$ cat src/core/crcfa_consts.svh
/*
 Constants of the CRC engine with flash auto-scan: polynomials, start values,
 widths and reset values. Definitions only; included by the package.
*/
`ifndef CRCFA_CONSTS_SVH
`define CRCFA_CONSTS_SVH

// ----------------------------------------------------------------------
// Generator polynomials and start values
// ----------------------------------------------------------------------
`define CRCFA_POLY16      16'h1021
`define CRCFA_POLY32      32'h04c11db7
`define CRCFA_INIT_ZERO   32'h00000000
`define CRCFA_INIT_ONES32 32'hffffffff
`define CRCFA_INIT_ONES16 32'h0000ffff

// ----------------------------------------------------------------------
// Widths of the flash scan
// ----------------------------------------------------------------------
`define CRCFA_FLASH_AW    14
`define CRCFA_PAGE_W      5
`define CRCFA_CNT_W       8
`define CRCFA_REM_W       17
`define CRCFA_SECT_OFS    9'h000

// ----------------------------------------------------------------------
// Reset values
// ----------------------------------------------------------------------
`define CRCFA_RST_RESULT  32'h00000000
`define CRCFA_RST_PTR     2'h0
`define CRCFA_RST_BYTE    8'h00

`endif

$ cat src/core/crcfa_pkg.sv
/*
 Types of the CRC engine: configuration and flash request carriers and the
 scan state. Assumes crcfa_consts.svh is on the include path.
*/
`include "crcfa_consts.svh"

package crcfa_pkg;

   // Polynomial and start value choice, levels from the control register
   typedef struct packed {
      logic poly_width_select;   // 0: 32-bit, 1: 16-bit
      logic init_value_select;   // 0: all zeros, 1: all ones
   } crcfa_cfg_s;

   // Read request towards the flash array
   typedef struct packed {
      logic                        rd;
      logic [`CRCFA_FLASH_AW-1:0]  addr;
   } crcfa_flash_req_s;

   typedef enum logic {CRCFA_IDLE, CRCFA_SCAN} crcfa_state_e;

endpackage : crcfa_pkg

$ cat src/core/crcfa_engine.sv
/*
 CRC engine with automatic flash scan. Software feeds bytes one at a time or
 starts a scan of 512-byte sectors while the core is stalled; the result is
 reached byte by byte through a self-advancing pointer.
 Assumes: all strobes come from the core on clk, one cycle wide; the flash
 answers each read with flash_rvalid some cycles later, one answer per read.
*/
`timescale 1ns/1ps
`default_nettype none

// Guarded, so pulling the constants in here as well is harmless
`include "crcfa_consts.svh"

// Functional notes
// Only two polynomials exist, 0x1021 for 16 bits and 0x04C11DB7 for 32 bits.
// The width select picks the 32-bit polynomial at 0 and the 16-bit one at 1.
// The start value select picks all zeros at 0 and all ones at 1.
// A pulse on the initialise strobe loads the result with the chosen start value.
// Software picks polynomial and start value and initialises before any data.
// Every byte written to the input port is folded into the result at once.
// For a scan software writes the start page and sets the auto enable bit.
// Software writes the sector count before starting a scan.
// Each counted sector is 512 bytes fed through the calculation.
// With auto enabled any control register write starts the scan; the code starts none while the sector count is zero.
// The core is held from executing until the scan completes.
// Software clears the auto enable bit before reading the result.
// The result is 32 bits wide in 32-bit mode and 16 bits wide in 16-bit mode.
// The byte pointer selects the result byte reached by the data port and advances per access.
// The result holds until initialised, overwritten or fed more input bytes.
// A scan reads flash upward from the first byte of the start page like input writes.
module crcfa_engine (
   input  wire logic                          clk,
   input  wire logic                          rst_n,
   input  wire logic                          clk_en,
   input  wire crcfa_pkg::crcfa_cfg_s         cfg,
   input  wire logic                          result_init_strobe,
   input  wire logic                          in_wr,
   input  wire logic [7:0]                    crc_input_port,
   input  wire logic [`CRCFA_PAGE_W-1:0]      auto_config_reg,
   input  wire logic                          auto_flash_enable,
   input  wire logic [`CRCFA_CNT_W-1:0]       sector_count_reg,
   input  wire logic                          crc_control_reg_wr,
   input  wire logic                          ptr_wr,
   input  wire logic [1:0]                    ptr_wdata,
   input  wire logic                          dat_rd,
   input  wire logic                          dat_wr,
   input  wire logic [7:0]                    dat_wdata,
   input  wire logic                          flash_rvalid,
   input  wire logic [7:0]                    flash_rdata,
   output var  logic [7:0]                    result_rdata_q,
   output var  logic [1:0]                    result_byte_pointer_q,
   output var  logic                          core_stall_q,
   output var  crcfa_pkg::crcfa_flash_req_s   flash_req_q
);

   // ----------------------------------------------------------------------
   // Reset release
   // ----------------------------------------------------------------------
   logic [1:0] rst_sync_q;
   logic       rst_s_n;

   // Release is synchronised so every flop leaves reset on the same edge
   always_ff @(posedge clk or negedge rst_n) begin
      if (!rst_n) rst_sync_q <= 2'h0;
      else        rst_sync_q <= {rst_sync_q[0], 1'b1};
   end
   assign rst_s_n = rst_sync_q[1];

   // ----------------------------------------------------------------------
   // Byte-wise CRC step, MSB first, no reflection
   // ----------------------------------------------------------------------
   function automatic logic [31:0] crcfa_step(input logic [31:0] c,
                                              input logic [7:0]  b,
                                              input logic        narrow);
      logic [31:0] r;
      logic        fb;
      r = c;
      for (int i = 7; i >= 0; i--) begin
         if (narrow) begin
            fb = r[15] ^ b[i];
            r  = {16'h0000, r[14:0], 1'b0} ^ (fb ? {16'h0000, `CRCFA_POLY16} : 32'h00000000);
         end else begin
            fb = r[31] ^ b[i];
            r  = {r[30:0], 1'b0} ^ (fb ? `CRCFA_POLY32 : 32'h00000000);
         end
      end
      return r;
   endfunction : crcfa_step

   // Next pointer: wraps after the last byte of the active width
   function automatic logic [1:0] crcfa_ptr_next(input logic [1:0] p, input logic narrow);
      return narrow ? {1'b0, ~p[0]} : 2'(p + 2'h1);
   endfunction : crcfa_ptr_next

   // ----------------------------------------------------------------------
   // State
   // ----------------------------------------------------------------------
   crcfa_pkg::crcfa_state_e     state_q, state_d;
   logic [31:0]                 result_q, result_d;
   logic [`CRCFA_REM_W-1:0]     remain_q, remain_d;
   logic [`CRCFA_FLASH_AW-1:0]  addr_q, addr_d;
   logic                        narrow;
   logic                        scanning;
   logic                        start;
   logic                        scan_byte;
   logic                        last_byte;
   logic                        dat_access;
   logic [31:0]                 init_val;
   logic [31:0]                 byte_mask;
   logic [31:0]                 byte_ins;
   logic [1:0]                  ptr_d;

   assign narrow   = cfg.poly_width_select;
   assign scanning = (state_q == crcfa_pkg::CRCFA_SCAN);

   // Start value follows both selects; 16-bit mode keeps the top half clear
   assign init_val = !cfg.init_value_select ? `CRCFA_INIT_ZERO :
                     (narrow ? `CRCFA_INIT_ONES16 : `CRCFA_INIT_ONES32);

   // Any control write starts a scan while auto is on; an empty count is a no-op
   assign start     = crc_control_reg_wr && auto_flash_enable && !scanning
                      && (sector_count_reg != `CRCFA_CNT_W'(0));
   assign scan_byte = scanning && flash_rvalid;
   assign last_byte = scan_byte && (remain_q == `CRCFA_REM_W'(1));
   assign dat_access = dat_rd || dat_wr;

   // Byte lane of the data port, used for overwrite through the pointer
   assign byte_mask = 32'h000000ff << {result_byte_pointer_q, 3'h0};
   assign byte_ins  = {4{dat_wdata}} & byte_mask;

   // Result priority: initialise, flash byte, input byte, direct overwrite.
   // The core is stalled during a scan, so software sources cannot collide with it.
   always_comb begin
      result_d = result_q;
      if (result_init_strobe)
         result_d = init_val;
      else if (scan_byte)
         result_d = crcfa_step(result_q, flash_rdata, narrow);
      else if (in_wr)
         result_d = crcfa_step(result_q, crc_input_port, narrow);
      else if (dat_wr)
         result_d = (result_q & ~byte_mask) | byte_ins;
      if (narrow)
         result_d[31:16] = 16'h0000;
   end

   // Scan sequencing: one read in flight, the next issued on each answer but the last
   always_comb begin
      state_d  = state_q;
      remain_d = remain_q;
      addr_d   = addr_q;
      if (start) begin
         state_d  = crcfa_pkg::CRCFA_SCAN;
         remain_d = {sector_count_reg, `CRCFA_SECT_OFS};
         addr_d   = {auto_config_reg, `CRCFA_SECT_OFS};
      end else if (scan_byte) begin
         remain_d = `CRCFA_REM_W'(remain_q - `CRCFA_REM_W'(1));
         addr_d   = `CRCFA_FLASH_AW'(addr_q + `CRCFA_FLASH_AW'(1));
         if (last_byte)
            state_d = crcfa_pkg::CRCFA_IDLE;
      end
   end

   // Pointer: a direct write wins over the advance of a same-cycle access
   assign ptr_d = ptr_wr ? (narrow ? {1'b0, ptr_wdata[0]} : ptr_wdata) :
                  (dat_access ? crcfa_ptr_next(result_byte_pointer_q, narrow)
                              : result_byte_pointer_q);

   // ----------------------------------------------------------------------
   // Registers, all frozen while clk_en is low
   // ----------------------------------------------------------------------
   // Result and scan bookkeeping
   always_ff @(posedge clk or negedge rst_s_n) begin
      if (!rst_s_n) begin
         result_q <= `CRCFA_RST_RESULT;
         remain_q <= `CRCFA_REM_W'(0);
         addr_q   <= `CRCFA_FLASH_AW'(0);
         state_q  <= crcfa_pkg::CRCFA_IDLE;
      end else if (clk_en) begin
         result_q <= result_d;
         remain_q <= remain_d;
         addr_q   <= addr_d;
         state_q  <= state_d;
      end
   end

   // Stall and flash request; the stall drops with the last byte's answer
   always_ff @(posedge clk or negedge rst_s_n) begin
      if (!rst_s_n) begin
         core_stall_q <= 1'b0;
         flash_req_q  <= '0;
      end else if (clk_en) begin
         core_stall_q     <= (state_d == crcfa_pkg::CRCFA_SCAN);
         flash_req_q.rd   <= start || (scan_byte && !last_byte);
         flash_req_q.addr <= addr_d;
      end
   end

   // Data port read answer and byte pointer
   always_ff @(posedge clk or negedge rst_s_n) begin
      if (!rst_s_n) begin
         result_rdata_q        <= `CRCFA_RST_BYTE;
         result_byte_pointer_q <= `CRCFA_RST_PTR;
      end else if (clk_en) begin
         if (dat_rd)
            result_rdata_q <= 8'(result_q >> {result_byte_pointer_q, 3'h0});
         result_byte_pointer_q <= ptr_d;
      end
   end

   // ----------------------------------------------------------------------
   // Assertions
   // ----------------------------------------------------------------------
   logic [`CRCFA_REM_W-1:0] run_bytes_q;
   logic [`CRCFA_REM_W-1:0] run_total_q;
   logic [`CRCFA_FLASH_AW-1:0] last_addr_q;
   logic                    seen_rd_q;

   // Helper counters of one scan, read only by the checks below
   always_ff @(posedge clk or negedge rst_s_n) begin
      if (!rst_s_n) begin
         run_bytes_q <= `CRCFA_REM_W'(0);
         run_total_q <= `CRCFA_REM_W'(0);
         last_addr_q <= `CRCFA_FLASH_AW'(0);
         seen_rd_q   <= 1'b0;
      end else if (clk_en) begin
         if (start) begin
            run_bytes_q <= `CRCFA_REM_W'(0);
            run_total_q <= {sector_count_reg, `CRCFA_SECT_OFS};
            seen_rd_q   <= 1'b0;
         end else if (scan_byte) begin
            run_bytes_q <= `CRCFA_REM_W'(run_bytes_q + `CRCFA_REM_W'(1));
         end
         if (flash_req_q.rd) begin
            last_addr_q <= flash_req_q.addr;
            seen_rd_q   <= 1'b1;
         end
      end
   end
endmodule : crcfa_engine

`default_nettype wire

$ cat config.mk
export PLATFORM = sky130hd
export DESIGN_NAME = crcfa_engine
export DESIGN_NICKNAME = d
export VERILOG_FILES = /design/src/core/crcfa_pkg.sv /design/src/core/crcfa_engine.sv
export VERILOG_INCLUDE_DIRS = /design/src /design/src/core
export SDC_FILE = /design/constraint.sdc
export NUM_CORES = 1
export LEC_CHECK = 0
export ABC_AREA = 0
export BUFFER_PORTS_ARGS = -buffer_cell sky130_fd_sc_hd__buf_2
export CAP_MARGIN = 20
export CORE_MARGIN = 3
export CORE_UTILIZATION = 56
export CTS_BUF_LIST = sky130_fd_sc_hd__clkbuf_4 sky130_fd_sc_hd__clkbuf_8
export CTS_CLUSTER_DIAMETER = 40
export DETAILED_ROUTE_END_ITERATION = 12
export GPL_TIMING_DRIVEN = 0
export PLACE_DENSITY_LB_ADDON = 0.12
export SLEW_MARGIN = 20
export SYNTH_ARGS = -nofsm -noshare
export SYNTH_HDL_FRONTEND = slang
export SYNTH_SLANG_ARGS = --single-unit
$ cat constraint.sdc
create_clock -name clk -period 2.3 [get_ports clk]
set_input_delay 0.46 -clock clk [delete_from_list [all_inputs] [get_ports clk]]
set_output_delay 0.46 -clock clk [all_outputs]
set_load 0.005 [all_outputs]
==> reports/metrics.cfg <==
[routing]
ant_nets=0
vias=7671
drt_first_iter_violations=998
vias_per_cell=6.56
route.detailed.drc=0
first_pass_iters=6
routedWlPerCell_microns=25.9
drt_wl_total_mm=30.3

[grt]
grt_max_degree=55
grt_use_total_pct=39.3
grt_first_pass_wirelength_mm=43.0
grt_antenna_before_repair=0
grt-ovfl-total=0
grt_pass1_vias=6974

[status]
violations=negative setup slack
status=complete, but fails checks

[power]
total_power_mw=9.82
powerDensity_mw_per_mm2=1000
p_leak_nw=4.03
ir_drop_v=0.000649

[placement]
gp_congestion=1.03
io_buffer_count=62
dpl_cell_area_sq_mm=0.00823
place_hpwl_mm=20.9
dp_slack_ps=-1190

[timing]
setup_viol=20
drv_slew=0
fmaxAchievable_mhz=382
skew_ps=10.4
worstMarginPinSlew_ps=821
finalHoldViolCount=0
worst_slack_ps=-320
fin_setup_tns_ps=-3660
relSlewSlack_pct=45.1
rsz0062_at_grt=true
min_period_ps=2620
min_period_over_period_pct=114

[die]
dieArea_sq_mm=0.0150
placeableCoreArea_sq_mm=0.0129
rows=41
die_h_microns=122
initial_core_util_pct=58.8
io_pins=78
die_w_microns=122

[clock_network]
clkSinkCount=77
clk_latency_ps=380
cts_tree=done
clk_pin_slew_ps=90
ctsHtreeMaxLevel=3
cts_made_buffers=9
cts.path.max_buffers=2
cts_root_buf=clkbuf_8

[critical_path]
cp_slowest_stage_delay_ps=390
critical_path_class=reg -> reg
worstPathRequired_ps=2580
crit_chain=buf_6 > xnor2_4 > buf_6 > buf_6 > xnor2_2 > xnor2_2 > xor3_1 > mux2i_1 > xnor2_1 > o221ai_1 > o211a_1
arrival_ps=2900
r2r_setup_slack_ps=-320
r2r_start=result_q[31]
worst_path_max_delay_cell=dfrtp_1
reg2regPathDepth=11
setup.worst_path.end_class=register
cp-start-kind=register
cpMostUsedCell=buf_6
crit_fanout=5

[synth]
ys_warn_count=0
syn_inst=870
yosysUniqueCellTypes=74
yosysMostFrequentCell=xnor2_1
ys_seq_area_share_pct=25.4
yosysTopAreaCellShare_pct=25.4
synth-async-reset-ratio_pct=100
synthFlopType=dfrtp_1
synthTopCellsByCount=172 x xnor2_1, 77 x dfrtp_1, 76 x nand2_1
synth_edf_count=0
synth_top_cell_by_area=dfrtp_1
syn_nets=929
ys_ff_latch=77
syn_area_sq_mm=0.00760
synth_area_leaders=dfrtp_1 25%, xnor2_1 20%, xor2_1 7.8%, nand2_1 3.8%, nor2_1 3.5%
syn_avg_cell_area_sq_um=8.73

[finish]
design_area_sq_mm=0.00977
drive_gt1_share_pct=30.1
utilization_pct=75.6
area_delta_synth_final_pct=28.6
diodes=0
final_net_count=1052

[run]
drv_cap=0

[hold_path]
hp-class=reg -> async

## cell families after synthesis
group                      share of synthesized area, %
adders and majority gates                          1.15
buffers and inverters                              4.51
other                                            0.0494
and+or+nand+nor                                    14.3
muxes                                              6.93
AOI/OAI and AO/OA                                  15.0
DFF                                                25.4
xor gates and xnor gates                           32.7
## power by group
part	leakage [nW]	switching [mW]	internal [mW]
clock	0.113	0.557	0.648
combinational	2.97	3.37	2.93
sequential	0.938	0.553	1.77
## repair_timing
action / 4_1_cts / 5_1_grt
endpoints found under the setup margin: 39 / 47
hold endpoints to repair: 2 / 0
hold buffers: 1 / 0
setup buffers: 36 / 21
pin swaps: 42 / 39
resized for setup: 105 / 60
## cell type report
type	instances	area [sq um]
plain buffers	57	370
repair buffers	120	868
multi-input cells	721	6130
flip-flops and latches	77	1930
well taps	172	215
inverters	7	26.3
fillers	932	3150
clock buffers	10	138
clock inverters	6	93.8
## through the flow
| step | std cells | hold slack (ps) |
|---|---|---|
| floorplan | 870 | 164 |
| global route | 1170 | 240 |
| global placement | 1104 | 246 |
| CTS | 1152 | 232 |
| detailed placement | 1105 | 231 |
| finish | 1170 | 224 |
## how the worst max path moves through the flow
| stage | cells past startpoint | from | to | slack, ps |
|---|---|---|---|---|
| final | 11 | result_q[31] | register | -320 |
| after global routing | 10 | result_q[31] | register | -360 |
| after CTS | 10 | result_q[31] | register | -250 |
| after detailed placement | 10 | cfg[1] | result_q[17] | -1190 |
| after global placement | 9 | cfg[1] | result_q[26] | -1410 |
| after floorplan | 9 | crc_input_port[7] | register | -260 |
## metal layers
| metal | up-vias | GRT usage [%] | wire, microns |
|---|---|---|---|
| met2 | 603 | 56.5 | 12800 |
| met3 | 116 | 9.95 | 4230 |
| met4 | 0 | 15.3 | 1400 |
| li1 | 3249 | - | - |
| met1 | 3703 | 56.6 | 11800 |
| met5 | - | 0 | 0 |
## layout by cell type (no fill, tap or decap), drive strengths merged, types with 4 or more instances in the layout
cell type and instances:
a311oi 4, nand2 76, o31ai 7, mux2i 23, nor2 71, a221oi 4
mux2 10, o21ai 51, a32o 4, xnor3 8, buf 141, a21oi 52
nand4 10, xnor2 175, a31oi 6, or3 7, inv 8, nand3 13
nor4 6, mux4 8, xor2 71, a211oi 16, ha 7, and2 5
o221ai 5, o22ai 7, and3 9, dfrtp 77, clkbuf 45, nor2b 12
nor3 12, a21boi 4
## worst max-delay path: cells and delay by family, from the launching register on
kind                   cells  cell delay [ps]
AO/OA/AOI/OAI              2              350
XOR/XNOR                   5             1070
buffers and inverters      3              440
flip-flops                 1              390
multiplexers               1              260
Power figures use the tool's default switching activity.
